`src/hwsp_pkg.sv`:
```
// constants and types shared by the waveform shaping parameter block
package hwsp_pkg;
    localparam int unsigned ADDR_W     = 8;
    localparam int unsigned DATA_W     = 8;
    localparam int unsigned STEPS_W    = 8;
    localparam int unsigned ADJ_W      = 9;
    localparam int unsigned MS_W       = 17;
    localparam int unsigned SUM_W      = 10;

    localparam logic [7:0] OFS_NEG_SUSTAIN = 8'h0F;
    localparam logic [7:0] OFS_BRAKE       = 8'h10;
    localparam logic [7:0] OFS_FULL_SCALE  = 8'h16;
    localparam logic [7:0] OFS_OD_LIMIT    = 8'h17;

    localparam logic [7:0] RST_NEG_SUSTAIN = 8'h00;
    localparam logic [7:0] RST_BRAKE       = 8'h00;
    localparam logic [7:0] RST_FULL_SCALE  = 8'h3F;
    localparam logic [7:0] RST_OD_LIMIT    = 8'h89;

    localparam logic [7:0] RDATA_UNMAPPED  = 8'h00;
    localparam logic signed [7:0] LVL_MAX_INIT = 8'sh80;
    localparam logic signed [7:0] LVL_MIN_INIT = 8'sh7F;

    typedef enum logic [1:0] {
        HWSP_SEG_OVERDRIVE,
        HWSP_SEG_POS_SUSTAIN,
        HWSP_SEG_NEG_SUSTAIN,
        HWSP_SEG_BRAKE
    } hwsp_seg_kind_t;
endpackage : hwsp_pkg

```
`src/hwsp_shaping_regs.sv`:
```
// register bank and level references for library waveform shaping
`timescale 1ns/100ps
// Overview of operation
// - negative samples other than braking form the negative sustain portion
// - negative sustain offset field is signed two's complement
// - negative sustain adjustment equals offset times sample step period
// - the most negative waveform level is the braking portion
// - brake offset applies in open loop only, ignored in closed loop
// - brake offset is signed, adjustment equals offset times step period
// - full scale reference sets closed loop full scale, resets to 0x3F
// - full scale reference is ignored in open loop
// - calibration reads full scale reference; host writes rated level first
// - closed loop auto overdrive and braking may exceed rated level
// - auto overdrive is limited by overdrive limit level, resets to 0x89
// - overdrive limit level is the open loop full scale reference
module hwsp_shaping_regs (
    input  wire logic                         clk_sys_in,
    input  wire logic                         rst_n_in,
    input  wire logic [7:0]                   reg_addr_in,
    input  wire logic [7:0]                   reg_wdata_in,
    input  wire logic                         reg_wr_in,
    input  wire logic                         reg_rd_in,
    output logic [7:0]                        reg_rdata_out,
    output logic                              reg_rvalid_out,
    input  wire logic                         closed_loop_in,
    input  wire logic [7:0]                   step_period_in,
    input  wire logic                         wave_start_in,
    input  wire logic                         scan_valid_in,
    input  wire logic signed [7:0]            scan_level_in,
    input  wire logic                         seg_valid_in,
    input  wire logic signed [7:0]            seg_level_in,
    input  wire logic [7:0]                   seg_steps_in,
    output logic                              seg_valid_out,
    output logic [1:0]                        seg_kind_out,
    output logic [hwsp_pkg::ADJ_W-1:0]        seg_steps_out,
    output logic [hwsp_pkg::MS_W-1:0]         seg_ms_out,
    input  wire logic                         drive_valid_in,
    input  wire logic [7:0]                   drive_req_in,
    input  wire logic                         drive_auto_in,
    output logic [7:0]                        drive_level_out,
    output logic [7:0]                        full_scale_out,
    output logic [7:0]                        cal_ref_level_out
);
    logic [7:0]                  neg_sustain_time_adjust_ff;
    logic [7:0]                  brake_time_adjust_ff;
    logic [7:0]                  full_scale_reference_level_ff;
    logic [7:0]                  overdrive_limit_level_ff;
    logic signed [7:0]           wave_max_ff;
    logic signed [7:0]           wave_min_ff;
    hwsp_pkg::hwsp_seg_kind_t    nxt_kind;
    logic [hwsp_pkg::ADJ_W-1:0]  nxt_steps;
    logic [hwsp_pkg::MS_W-1:0]   nxt_ms;
    logic [7:0]                  nxt_rdata;
    logic [7:0]                  nxt_full_scale;
    logic [7:0]                  nxt_limit;
    logic [7:0]                  nxt_drive_level;
    logic [3:0]                  wr_sel;
    logic [3:0]                  rd_sel;

    // one-hot select of the mapped registers, shared by writes and reads
    function automatic logic [3:0] reg_select(input logic [7:0] addr);
        logic [3:0] sel;
        unique case (addr)
            hwsp_pkg::OFS_NEG_SUSTAIN: sel = 4'h1;
            hwsp_pkg::OFS_BRAKE:       sel = 4'h2;
            hwsp_pkg::OFS_FULL_SCALE:  sel = 4'h4;
            hwsp_pkg::OFS_OD_LIMIT:    sel = 4'h8;
            default:                   sel = 4'h0;
        endcase
        return sel;
    endfunction : reg_select

    // unmapped accesses fall through silently, nothing is flagged to the host
    always_comb begin
        wr_sel = reg_wr_in ? reg_select(reg_addr_in) : 4'h0;
        rd_sel = reg_select(reg_addr_in);
    end

    // signed step offset for the negative sustain portion
    always_ff @(posedge clk_sys_in or negedge rst_n_in) begin
        if (!rst_n_in) begin
            neg_sustain_time_adjust_ff <= hwsp_pkg::RST_NEG_SUSTAIN;
        end else if (wr_sel[0]) begin
            neg_sustain_time_adjust_ff <= reg_wdata_in;
        end
    end

    // signed step offset for the braking portion
    always_ff @(posedge clk_sys_in or negedge rst_n_in) begin
        if (!rst_n_in) begin
            brake_time_adjust_ff <= hwsp_pkg::RST_BRAKE;
        end else if (wr_sel[1]) begin
            brake_time_adjust_ff <= reg_wdata_in;
        end
    end

    // rated level; calibration depends on it, so rewrite means recalibrate
    always_ff @(posedge clk_sys_in or negedge rst_n_in) begin
        if (!rst_n_in) begin
            full_scale_reference_level_ff <= hwsp_pkg::RST_FULL_SCALE;
        end else if (wr_sel[2]) begin
            full_scale_reference_level_ff <= reg_wdata_in;
        end
    end

    // overdrive limit, doubles as open loop full scale
    always_ff @(posedge clk_sys_in or negedge rst_n_in) begin
        if (!rst_n_in) begin
            overdrive_limit_level_ff <= hwsp_pkg::RST_OD_LIMIT;
        end else if (wr_sel[3]) begin
            overdrive_limit_level_ff <= reg_wdata_in;
        end
    end

    always_comb begin
        unique case (rd_sel)
            4'h1:    nxt_rdata = neg_sustain_time_adjust_ff;
            4'h2:    nxt_rdata = brake_time_adjust_ff;
            4'h4:    nxt_rdata = full_scale_reference_level_ff;
            4'h8:    nxt_rdata = overdrive_limit_level_ff;
            default: nxt_rdata = hwsp_pkg::RDATA_UNMAPPED;
        endcase
    end

    // register reads, answered one cycle after the request
    always_ff @(posedge clk_sys_in or negedge rst_n_in) begin
        if (!rst_n_in) begin
            reg_rdata_out  <= 8'h00;
            reg_rvalid_out <= 1'b0;
        end else begin
            reg_rvalid_out <= reg_rd_in;
            if (reg_rd_in) begin
                reg_rdata_out <= nxt_rdata;
            end
        end
    end

    // extremes of the waveform; a start sample seeds both trackers
    // limitation: the whole waveform must be scanned before its first portion
    always_ff @(posedge clk_sys_in or negedge rst_n_in) begin
        if (!rst_n_in) begin
            wave_max_ff <= hwsp_pkg::LVL_MAX_INIT;
            wave_min_ff <= hwsp_pkg::LVL_MIN_INIT;
        end else if (wave_start_in) begin
            wave_max_ff <= scan_valid_in ? scan_level_in : hwsp_pkg::LVL_MAX_INIT;
            wave_min_ff <= scan_valid_in ? scan_level_in : hwsp_pkg::LVL_MIN_INIT;
        end else if (scan_valid_in) begin
            if (scan_level_in > wave_max_ff) begin
                wave_max_ff <= scan_level_in;
            end
            if (scan_level_in < wave_min_ff) begin
                wave_min_ff <= scan_level_in;
            end
        end
    end

    // classification sees the extremes as they stood before this edge
    hwsp_seg_adjust u_seg_adjust (
        .level_in           (seg_level_in),
        .steps_in           (seg_steps_in),
        .wave_max_in        (wave_max_ff),
        .wave_min_in        (wave_min_ff),
        .closed_loop_in     (closed_loop_in),
        .neg_sustain_adj_in (neg_sustain_time_adjust_ff),
        .brake_adj_in       (brake_time_adjust_ff),
        .step_period_in     (step_period_in),
        .kind_out           (nxt_kind),
        .adj_steps_out      (nxt_steps),
        .adj_ms_out         (nxt_ms)
    );

    always_ff @(posedge clk_sys_in or negedge rst_n_in) begin
        if (!rst_n_in) begin
            seg_valid_out <= 1'b0;
            seg_kind_out  <= 2'h0;
            seg_steps_out <= '0;
            seg_ms_out    <= '0;
        end else begin
            seg_valid_out <= seg_valid_in;
            if (seg_valid_in) begin
                seg_kind_out  <= 2'(nxt_kind);
                seg_steps_out <= nxt_steps;
                seg_ms_out    <= nxt_ms;
            end
        end
    end

    // open loop takes its full scale from the overdrive limit
    always_comb begin
        nxt_full_scale = closed_loop_in ? full_scale_reference_level_ff
                                        : overdrive_limit_level_ff;
        // auto overdrive and braking may pass rated, but never the limit
        if (closed_loop_in && drive_auto_in) begin
            nxt_limit = overdrive_limit_level_ff;
        end else begin
            nxt_limit = nxt_full_scale;
        end
        // unsigned magnitude compare; drive polarity is handled downstream
        if (drive_req_in > nxt_limit) begin
            nxt_drive_level = nxt_limit;
        end else begin
            nxt_drive_level = drive_req_in;
        end
    end

    always_ff @(posedge clk_sys_in or negedge rst_n_in) begin
        if (!rst_n_in) begin
            drive_level_out   <= 8'h00;
            full_scale_out    <= hwsp_pkg::RST_OD_LIMIT;
            cal_ref_level_out <= hwsp_pkg::RST_FULL_SCALE;
        end else begin
            full_scale_out    <= nxt_full_scale;
            cal_ref_level_out <= full_scale_reference_level_ff;
            if (drive_valid_in) begin
                drive_level_out <= nxt_drive_level;
            end
        end
    end
endmodule : hwsp_shaping_regs

```
`src/hwsp_seg_adjust.sv`:
```
// classifies one waveform portion and works out its adjusted length
`timescale 1ns/100ps
module hwsp_seg_adjust (
    input  wire logic signed [7:0]                 level_in,
    input  wire logic [hwsp_pkg::STEPS_W-1:0]      steps_in,
    input  wire logic signed [7:0]                 wave_max_in,
    input  wire logic signed [7:0]                 wave_min_in,
    input  wire logic                              closed_loop_in,
    input  wire logic [7:0]                        neg_sustain_adj_in,
    input  wire logic [7:0]                        brake_adj_in,
    input  wire logic [7:0]                        step_period_in,
    output hwsp_pkg::hwsp_seg_kind_t               kind_out,
    output logic [hwsp_pkg::ADJ_W-1:0]             adj_steps_out,
    output logic [hwsp_pkg::MS_W-1:0]              adj_ms_out
);
    logic signed [7:0]                 offset;
    logic signed [hwsp_pkg::SUM_W-1:0] sum;

    always_comb begin
        offset = 8'sh00;
        if (level_in > 8'sh00 && level_in == wave_max_in) begin
            kind_out = hwsp_pkg::HWSP_SEG_OVERDRIVE;
        end else if (level_in >= 8'sh00) begin
            kind_out = hwsp_pkg::HWSP_SEG_POS_SUSTAIN;
        end else if (level_in == wave_min_in) begin
            kind_out = hwsp_pkg::HWSP_SEG_BRAKE;
            // closed loop brakes on its own, the offset must not stretch it
            if (!closed_loop_in) begin
                offset = $signed(brake_adj_in);
            end
        end else begin
            kind_out = hwsp_pkg::HWSP_SEG_NEG_SUSTAIN;
            offset   = $signed(neg_sustain_adj_in);
        end
        sum = $signed({2'b00, steps_in}) + hwsp_pkg::SUM_W'(offset);
        // clip at zero so a long negative offset never wraps
        if (sum < 0) begin
            adj_steps_out = '0;
        end else begin
            adj_steps_out = sum[hwsp_pkg::ADJ_W-1:0];
        end
        adj_ms_out = hwsp_pkg::MS_W'(adj_steps_out * step_period_in);
    end
endmodule : hwsp_seg_adjust

```
`config.mk`:
```
export PLATFORM = sky130hd
export DESIGN_NAME = hwsp_shaping_regs
export DESIGN_NICKNAME = d
export VERILOG_FILES = /design/src/hwsp_pkg.sv /design/src/hwsp_shaping_regs.sv /design/src/hwsp_seg_adjust.sv
export SDC_FILE = /design/constraint.sdc
export NUM_CORES = 1
export LEC_CHECK = 0
export ABC_CLOCK_PERIOD_IN_PS = 6700
export BUFFER_PORTS_ARGS = -buffer_cell sky130_fd_sc_hd__buf_2
export CAP_MARGIN = 10
export CORE_MARGIN = 2
export CORE_UTILIZATION = 51
export DETAILED_ROUTE_END_ITERATION = 10
export GPL_TIMING_DRIVEN = 0
export HOLD_SLACK_MARGIN = 0.03
export PLACE_DENSITY_LB_ADDON = 0.1
export SLEW_MARGIN = 40
export SYNTH_ARGS = -nofsm -noshare
export SYNTH_HDL_FRONTEND = slang
export SYNTH_SLANG_ARGS = --single-unit
export TNS_END_PERCENT = 5
```
`constraint.sdc`:
```
create_clock -name clk_sys_in -period 6.7 [get_ports clk_sys_in]
set_input_delay 1.34 -clock clk_sys_in [delete_from_list [all_inputs] [get_ports clk_sys_in]]
set_output_delay 1.34 -clock clk_sys_in [all_outputs]
set_load 0.01 [all_outputs]
```
==> run_results.csv, run 1 <==
group,metric,value,unit
floorplanning,die_w,129,um
final_layout,layout_common_cells,"buf_2, dfrtp_1, inv_1",
logic_synthesis,ys_ff_latch,110,
timing,slew_headroom,0.440,
worst_setup_path,cp_common_cell,"fa_1",
timing,fin_skew,0.0103,ns
logic_synthesis,synth_warnings,0,
final_layout,nets,1086,
min_path,hp-class,"flop to flop",
clocking,htreeDepth,3,
logic_synthesis,synth.top_cells.by_area,"dfrtp_1, ha_1, fa_1",
routing,first_pass_iters,5,
worst_setup_path,cp-end-kind,"flop",
final_layout,fin_cells,1124,
logic_synthesis,synth-async-reset-ratio,1.00,
timing,rsz0062_at_grt,"true",
logic_synthesis,synthAdderAreaFrac,0.215,
status,violations,"negative setup slack",
power,power_density,248,nW/um2
routing,drtIter0Drc,361,
floorplanning,io_pins,128,
min_path,holdPathEnd,"cal_ref_level_out[0]",
worst_setup_path,cp-start-kind,"primary input",
placement,io_buffers,127,
placement,place_congestion,0.889,
final_layout,num-fill-cells,1235,
floorplanning,dieArea,16700,um2
final_layout,area_delta_synth_final,23.4,%
routing,drc,0,
logic_synthesis,synth-xor-area-share,0.0373,
clocking,cts.hold.buffers_added,0,
final_layout,drive_above_1_share,0.358,
placement,place_area,9170,um2
floorplanning,fp.coreArea,15300,um2
global_routing,grt-ovfl-total,0,
floorplanning,die_y,129,um
logic_synthesis,synth_top_area_cell,"dfrtp_1",
clocking,clock_sinks,110,
power,p_leak,4.90,nW
worst_setup_path,r2r_end,"seg_ms_out[15]",
min_path,hp-start,"full_scale_reference_level_ff[0]",
clocking,clk_pin_slew,0.08,ns
placement,hpwl,16300,um
timing,fin_setup_tns,-6.50,ns
power,ir_worst_vdd,0.132,mV
power,finalPower,2.45,mW
logic_synthesis,ys_seq_area_frac,0.347,
logic_synthesis,synth-edff-count,0,
worst_setup_path,worst_path_largest_cell_delay,0.54,ns
worst_setup_path,critPathKind,"primary input to flop",
worst_setup_path,regToRegSetupSlack,-0.27,ns
final_layout,fin_area,9900,um2
logic_synthesis,synth_mux_area_frac,0.0913,
clocking,clk_latency,0.36,ns
timing,layout_setup_ws,-0.892,ns
routing,wl_per_cell,19.3,um
routing,vias_per_cell,5.79,
logic_synthesis,syn_inst,751,
routing,via_count,6507,
floorplanning,rows,45,
worst_setup_path,r2r-start,"wave_min_ff[4]",
logic_synthesis,synth_area_per_cell,10.7,um2
final_layout,multi_input_area,5230,um2
flow_run,cap_viol_max_count,0,
worst_setup_path,cp_data_arrival_time,7.89,ns
timing,hold_violations,0,
clocking,clockBufferDepth,2,
logic_synthesis,synth_top_area_frac,0.262,
timing,setup_viol,11,
final_layout,diodes,0,
timing,fin_crit_sh,1.13,
logic_synthesis,ys.flop_type,"dfrtp_1",
clocking,clockRootBuffer,"clkbuf_16",
status,status,"complete, but fails checks",
global_routing,antenna_found_initial,0,
worst_setup_path,crit_required,7.00,ns
clocking,cts_buffers,9,
global_routing,grt_pass1_vias,6849,
final_layout,final_common_cell,"buf_2",
worst_setup_path,r2r_cells,28,
global_routing,track_usage,0.267,
logic_synthesis,synth-simple-area-share,0.124,
logic_synthesis,synth_top_family_by_area,"adder cells",
timing,max_freq,0.132,GHz
clocking,cts_tree,"built",
timing,finalCriticalPeriod,7.59,ns
logic_synthesis,syn_area,8020,um2
global_routing,grt_pass1_wl,34800,um
global_routing,grt_max_degree,67,
timing,worstMarginPinSlew,0.839,ns
logic_synthesis,syn-num-nets,929,
worst_setup_path,crit_fanout,10,
floorplanning,initial_core_util,0.526,
final_layout,regArea,2790,um2
routing,drt-total-wl,21700,um
timing,slew_violations,0,
placement,place_inst,1090,
min_path,min_path_cells,0,
logic_synthesis,synth_cell_types,60,
routing,ant_nets,0,
logic_synthesis,synth-compound-area-share,0.128,
worst_setup_path,cpMaxStageDelayCell,"fa_1",
==> metal layers <==
layer / part of all wire / track usage / up-vias
met3: 0.058 / 0.0549 / 31
met4: 0.019 / 0.0870 / 0
met2: 0.52 / 0.482 / 222
met5: 0 / 0 / -
met1: 0.40 / 0.319 / 3263
li1: - / - / 2991
==> critical path, delay by kind of cell <==
family                     cells  cell delay, ns
adders and majority gates      6            2.60
and+or+nand+nor                6            1.39
AOI/OAI and AO/OA              8            1.39
buffers and inverters          7            0.85
xor gates and xnor gates       2            0.29
==> cells in the mapped netlist (4+ instances only) <==
cell type / number
a211oi_1: 5
nand2_1: 23
mux2_2: 55
inv_1: 87
o21ai_0: 6
and2_1: 9
mux2i_1: 9
o22a_1: 7
a221oi_1: 8
o22ai_1: 5
nand4_1: 4
and3_1: 48
a22o_1: 14
a21oi_1: 31
dfrtp_1: 84
xor2_1: 16
clkbuf_1: 11
nor2b_1: 18
o311ai_0: 8
ha_1: 69
nand3_1: 32
dfstp_2: 26
fa_1: 43
xnor2_1: 15
nor2_1: 33
a31o_2: 8
a21o_1: 9
buf_6: 6
a22oi_1: 9
==> registers in the layout (all words and copies together) (netlist names) <==
signal	flops
wave_min_ff	8
seg_valid_out	1
brake_time_adjust_ff	8
neg_sustain_time_adjust_ff	8
full_scale_reference_level_ff	8
reg_rvalid_out	1
cal_ref_level_out	8
seg_steps_out	9
drive_level_out	8
full_scale_out	8
reg_rdata_out	8
overdrive_limit_level_ff	8
wave_max_ff	8
seg_kind_out	2
seg_ms_out	17
==> stage by stage <==
step / util / hold slack (ns) / setup WS [ns]
floorplan: - / 0.368 / -0.764
global placement: 0.598 / 0.384 / -1.57
detailed placement: 0.601 / 0.385 / -1.69
CTS: 0.641 / 0.395 / -0.859
global route: 0.649 / 0.403 / -1.12
finish: 0.649 / 0.396 / -0.892
==> worst max-delay path by stage <==
stage | from | depth (start not counted) | end | slack, ns
floorplan | seg_level_in[4] | 27 | seg_ms_out[15] | -0.76
global placement | seg_level_in[4] | 25 | seg_ms_out[12] | -1.57
detailed placement | seg_level_in[4] | 27 | seg_ms_out[15] | -1.69
CTS | seg_level_in[0] | 27 | seg_ms_out[15] | -0.86
global route | seg_level_in[4] | 29 | seg_ms_out[15] | -1.12
finish | seg_level_in[4] | 29 | seg_ms_out[15] | -0.89
==> area by class of cell <==
type | instances | share of cell area
Buffer | 22 | 0.0149
Clock buffer | 10 | 0.0253
Clock inverter | 6 | 0.00619
Inverter | 87 | 0.0332
Multi-Input combinational cell | 531 | 0.529
Sequential cell | 110 | 0.281
Tap cell | 211 | 0.0267
Timing Repair Buffer | 147 | 0.0838
==> power breakdown <==
part	internal [mW]	leakage, nW	switching [mW]
sequential	0.758	1.35	0.0568
clock	0.284	0.149	0.269
combinational	0.514	3.40	0.571
==> logic make-up (layout without fill, tap and decap cells) <==
logic type               Yosys count  count (layout)
buffers and inverters            110             272
XOR/XNOR                          32              32
multiplexers                      65              65
adder cells (fa/ha/maj)          112             112
flip-flops                       110             110
AND/OR/NAND/NOR                  184             184
AO/OA/AOI/OAI                    138             138
==> timing repair <==
item | 4_1_cts | 5_1_grt
setup endpoints to repair | 12 | 12
buffers inserted | 14 | 6
gates resized for setup | 35 | 11
gates cloned | 0 | 1
pin swaps | 28 | 20
Note: power is estimated with default switching activity, not from simulation.
==> inputs of run 2 (changes only) <==
- PLACE_DENSITY: not set -> 0.76
- PLACE_DENSITY_LB_ADDON: 0.1 -> not set
==> run_results.csv, run 2 (synthesized netlist as in run 1, its figures left out) <==
group,metric,value,unit
placement,place_inst,1090,
floorplanning,initial_core_util,0.526,
floorplanning,die_w,129,um
timing,fin_setup_tns,-5.42,ns
timing,slew_headroom,0.546,
status,violations,"negative setup slack",
worst_setup_path,crit_required,7.00,ns
clocking,htreeDepth,3,
routing,vias_per_cell,5.69,
worst_setup_path,r2r_cells,27,
final_layout,final_common_cell,"buf_2",
min_path,min_path_cells,0,
worst_setup_path,cp_data_arrival_time,7.74,ns
clocking,clock_sinks,110,
routing,wl_met3,1120,um
clocking,clk_latency,0.36,ns
power,finalPower,2.53,mW
clocking,clockRootBuffer,"clkbuf_16",
timing,fin_skew,0.00949,ns
clocking,clockBufferDepth,2,
routing,wl_met1,9030,um
global_routing,grt_pass1_vias,6719,
routing,first_pass_iters,6,
clocking,cts_tree,"built",
timing,slew_violations,0,
power,ir_worst_vdd,0.146,mV
routing,ant_nets,0,
flow_run,cap_viol_max_count,0,
global_routing,grt_pass1_wl,34400,um
floorplanning,rows,45,
floorplanning,io_pins,128,
placement,pre_cts_ws,-1.80,ns
routing,drt-total-wl,21300,um
final_layout,reg_top3,"seg_ms_out: 17 flops, seg_steps_out: 9 flops",
routing,drc,0,
timing,worstMarginPinSlew,0.679,ns
global_routing,antenna_found_initial,1,
final_layout,drive_above_1_share,0.406,
routing,wl_per_cell,18.6,um
placement,place_congestion,0.852,
clocking,cts_buffers,9,
worst_setup_path,crit_fanout,8,
final_layout,fin_cells,1144,
routing,drtIter0Drc,381,
timing,layout_setup_ws,-0.736,ns
global_routing,track_usage,0.265,
final_layout,layout_common_cells,"buf_2, dfrtp_1, inv_1",
final_layout,largest-register,"seg_ms_out",
timing,rsz0062_at_grt,"true",
global_routing,grt_max_degree,75,
timing,max_freq,0.134,GHz
min_path,hp-class,"flop to flop",
final_layout,nets,1106,
floorplanning,die_y,129,um
final_layout,largest_register_ffs,17,
final_layout,diodes,0,
floorplanning,dieArea,16700,um2
clocking,clk_pin_slew,0.08,ns
status,status,"complete, but fails checks",
placement,io_buffers,127,
worst_setup_path,cp-end-kind,"flop",
power,power_density,246,nW/um2
floorplanning,fp.coreArea,15300,um2
routing,topRoutingLayerUsed,"met4",
worst_setup_path,cp-start-kind,"primary input",
timing,fin_crit_sh,1.11,
worst_setup_path,regToRegSetupSlack,-0.15,ns
routing,wl_met2,10900,um
placement,hpwl,15100,um
final_layout,fin_area,10300,um2
power,p_leak,5.06,nW
timing,hold_violations,0,
timing,setup_viol,10,
placement,place_area,9180,um2
routing,via_count,6507,
worst_setup_path,critPathKind,"primary input to flop",
global_routing,grt-ovfl-total,0,
timing,finalCriticalPeriod,7.44,ns
final_layout,area_delta_synth_final,28.4,%
==> run 2: cell types whose count changed in the layout (fill, tap and decap cells not counted), moves of 5 or more <==
cell | previous run | this run
buf_4 | 16 | 38
and3_1 | 46 | 36
and3_4 | 2 | 12
buf_2 | 129 | 121
buf_8 | 1 | 8
inv_2 | 3 | 8
xor2_1 | 14 | 9
xor2_2 | 2 | 7
==> run 2: critical path, cell delays in order <==
cell and delay [ns]:
buf_8 0.10, xor2_2 0.15, nor4_2 0.29, nand2_2 0.15, and2_4 0.22, a22o_4 0.27
ha_4 0.27, a21oi_4 0.18, o22ai_4 0.10, a221oi_4 0.37, xor2_4 0.14, buf_12 0.17
buf_6 0.11, buf_8 0.12, and3_4 0.16, fa_1 0.49, inv_1 0.05, fa_1 0.49
fa_1 0.51, fa_1 0.52, inv_2 0.05, ha_4 0.27, o211a_1 0.19, o31ai_4 0.09
a21oi_2 0.22, a31oi_4 0.13, or4b_4 0.50, nand3_2 0.07
==> run 2: per-layer routing <==
| layer | global-route usage | up-vias |
|---|---|---|
| met1 | 0.348 | 3285 |
| met5 | 0 | - |
| li1 | - | 3005 |
| met2 | 0.447 | 191 |
| met4 | 0.0767 | 0 |
| met3 | 0.0508 | 26 |
==> run 2: cell type report <==
class	count	area, um2
Sequential cell	110	2790
Timing Repair Buffer	169	1060
Tap cell	211	264
Inverter	87	327
Fill cell	1154	4960
Multi-Input combinational cell	531	5430
Clock inverter	5	46.3
Buffer	20	134
Clock buffer	11	254
==> run 2: power breakdown <==
part           leakage, nW  internal, mW  switching [mW]
Clock                0.148         0.282           0.264
Combinational         3.56         0.580           0.587
Sequential            1.35         0.758          0.0603
Total                 5.06          1.62           0.912
==> run 2: what timing repair did <==
item	4_1_cts	5_1_grt
pin swaps	50	65
setup buffers	27	14
hold buffers	0	0
setup endpoints to repair	13	11
resized for setup	66	38
endpoints found under the hold margin	0	0
==> run 2: worst paths after layout <==
path,from,endpoint
max,seg_level_in[0],seg_ms_out[15]
min,full_scale_reference_level_ff[0],cal_ref_level_out[0]
max reg2reg,wave_min_ff[0],seg_ms_out[15]
min in group asynchronous,rst_n_in,drive_level_out[0]
min reg2reg,full_scale_reference_level_ff[0],cal_ref_level_out[0]
max in group asynchronous,rst_n_in,cal_ref_level_out[5]
==> run 2: through the flow <==
stage | hold slack, ns | utilization
2_1_floorplan | 0.368 | -
3_3_place_gp | 0.381 | 0.598
3_5_place_dp | 0.389 | 0.602
4_1_cts | 0.399 | 0.657
5_1_grt | 0.404 | 0.675
6_report | 0.399 | 0.675
==> inputs of run 3 (changes only) <==
- BUFFER_PORTS_ARGS: -buffer_cell sky130_fd_sc_hd__buf_2 -> not set
- DONT_BUFFER_PORTS: not set -> 1
- PLACE_DENSITY: 0.76 -> 0.69
==> run_results.csv, run 3 (synthesized netlist as in run 1, its figures left out) <==
group,metric,value,unit
status,status,"complete, but fails checks",
status,violations,"negative setup slack",
clocking,clk_latency,0.36,ns
floorplanning,initial_core_util,0.526,
floorplanning,die_y,129,um
placement,io_buffers,0,
placement,place_area,8490,um2
min_path,min_path_cells,0,
global_routing,antenna_found_initial,0,
worst_setup_path,r2r_cells,27,
min_path,holdPathEnd,"cal_ref_level_out[4]",
final_layout,reg_top3,"seg_ms_out: 17 flops, seg_steps_out: 9 flops",
worst_setup_path,cp-end-kind,"flop",
clocking,htreeDepth,3,
timing,slew_violations,0,
placement,pre_cts_ws,-1.61,ns
timing,worstMarginPinSlew,0.685,ns
clocking,clock_sinks,110,
clocking,clockRootBuffer,"clkbuf_16",
final_layout,drive_above_1_share,0.291,
clocking,cts_tree,"built",
final_layout,fin_area,9530,um2
worst_setup_path,critPathKind,"primary input to flop",
worst_setup_path,cp-start-kind,"primary input",
min_path,hp-start,"full_scale_reference_level_ff[4]",
final_layout,area_delta_synth_final,18.8,%
global_routing,grt-ovfl-total,0,
power,p_leak,4.47,nW
placement,place_congestion,0.863,
final_layout,final_common_cell,"dfrtp_1",
final_layout,nets,977,
worst_setup_path,crit_buf_inv,4,
clocking,clk_pin_slew,0.08,ns
routing,drt-total-wl,21100,um
worst_setup_path,crit_required,6.94,ns
final_layout,regArea,2790,um2
timing,setup_viol,10,
placement,hpwl,15200,um
clocking,clockBufferDepth,2,
final_layout,multi_input_area,5390,um2
timing,layout_setup_ws,-0.757,ns
floorplanning,fp.coreArea,15300,um2
timing,slew_headroom,0.543,
worst_setup_path,r2r-start,"wave_min_ff[0]",
worst_setup_path,cpMaxStageDelayCell,"fa_1",
timing,rsz0062_at_grt,"true",
worst_setup_path,worst_path_largest_cell_delay,0.53,ns
final_layout,diodes,0,
routing,first_pass_iters,5,
timing,fin_skew,0.00970,ns
floorplanning,io_pins,128,
routing,via_count,6117,
min_path,hp-class,"flop to flop",
power,intPower,1.53,mW
global_routing,grt_pass1_wl,34400,um
power,power_density,254,nW/um2
worst_setup_path,critPathLaunch,"seg_level_in[0]",
routing,vias_per_cell,6.03,
clocking,cts_buffers,9,
timing,fin_crit_sh,1.11,
final_layout,num-fill-cells,1184,
timing,finalCriticalPeriod,7.46,ns
power,power.switching,897,uW
floorplanning,die_w,129,um
routing,drtIter0Drc,331,
routing,wl_per_cell,20.7,um
timing,hold_violations,0,
power,p_seq_frac,0.353,
routing,ant_nets,0,
power,ir_worst_vdd,0.139,mV
worst_setup_path,critical_path.top_delay_family,"adder cells",
final_layout,largest-register,"seg_ms_out",
floorplanning,rows,45,
power,combinationalPowerShare,0.420,
clocking,cts.hold.buffers_added,0,
worst_setup_path,cp_common_cell,"fa_1",
final_layout,largest_register_ffs,17,
global_routing,grt_pass1_vias,6591,
routing,drc,0,
global_routing,grt_max_degree,111,
worst_setup_path,crit_fanout,8,
worst_setup_path,cp_data_arrival_time,7.70,ns
floorplanning,dieArea,16700,um2
final_layout,layout_common_cells,"dfrtp_1, inv_1, ha_1",
timing,max_freq,0.134,GHz
global_routing,track_usage,0.266,
worst_setup_path,regToRegSetupSlack,-0.29,ns
power,clock_power_share,0.226,
worst_setup_path,r2r_end,"seg_ms_out[12]",
flow_run,cap_viol_max_count,0,
power,switching_share,0.370,
-- run 3: cell types whose count changed in the layout (fill, tap and decap cells not counted), sizes merged --
cell,delta
buf,-130
inv,+2
clkbuf,-1
-- run 3: layout make-up --
type / count / area share
flip-flops and latches: 110 / 0.292
inverters: 87 / 0.0343
multi-input cells: 531 / 0.565
clock inverters: 7 / 0.00761
plain buffers: 22 / 0.0175
repair buffers: 38 / 0.0320
well taps: 211 / 0.0277
clock buffers: 9 / 0.0236
-- run 3: worst max path at each step --
stage | endpoint | slack [ns] | cells past startpoint
floorplan | seg_ms_out[15] | -0.76 | 27
global placement | seg_ms_out[15] | -1.57 | 26
detailed placement | seg_ms_out[15] | -1.61 | 26
CTS | seg_ms_out[15] | -0.68 | 28
global route | seg_ms_out[12] | -0.95 | 27
finish | seg_ms_out[12] | -0.76 | 27
-- run 3: power by group through the flow --
stage | registers, mW | clock network [mW] | logic [mW]
finish | 0.856 | 0.548 | 1.02
global route | 0.867 | 0.590 | 1.11
CTS | 0.857 | 0.563 | 0.982
detailed placement | 0.867 | 0 | 0.838
global placement | 0.865 | 0 | 0.806
floorplan | 0.841 | 0 | 0.667
-- run 3: timing repair --
action | CTS | global route
endpoints found under the setup margin | 12 | 11
resized for setup | 66 | 10
pin swaps | 54 | 5
buffers inserted | 38 | 0
-- run 3: stage by stage --
step	hold slack, ns	TNS (ns)	total power, mW	utilization	cells
2_1_floorplan	0.368	-5.66	1.51	-	751
3_3_place_gp	0.384	-14.96	1.67	0.556	962
3_5_place_dp	0.389	-15.59	1.71	0.557	962
4_1_cts	0.399	-5.12	2.40	0.621	1015
5_1_grt	0.405	-7.67	2.57	0.625	1015
6_report	0.400	-5.57	2.42	0.625	1015
-- run 3: layer usage --
layer | part of all wire | GRT usage
met1 | 0.40 | 0.327
met2 | 0.50 | 0.445
met3 | 0.070 | 0.0681
met4 | 0.030 | 0.113
met5 | 0 | 0
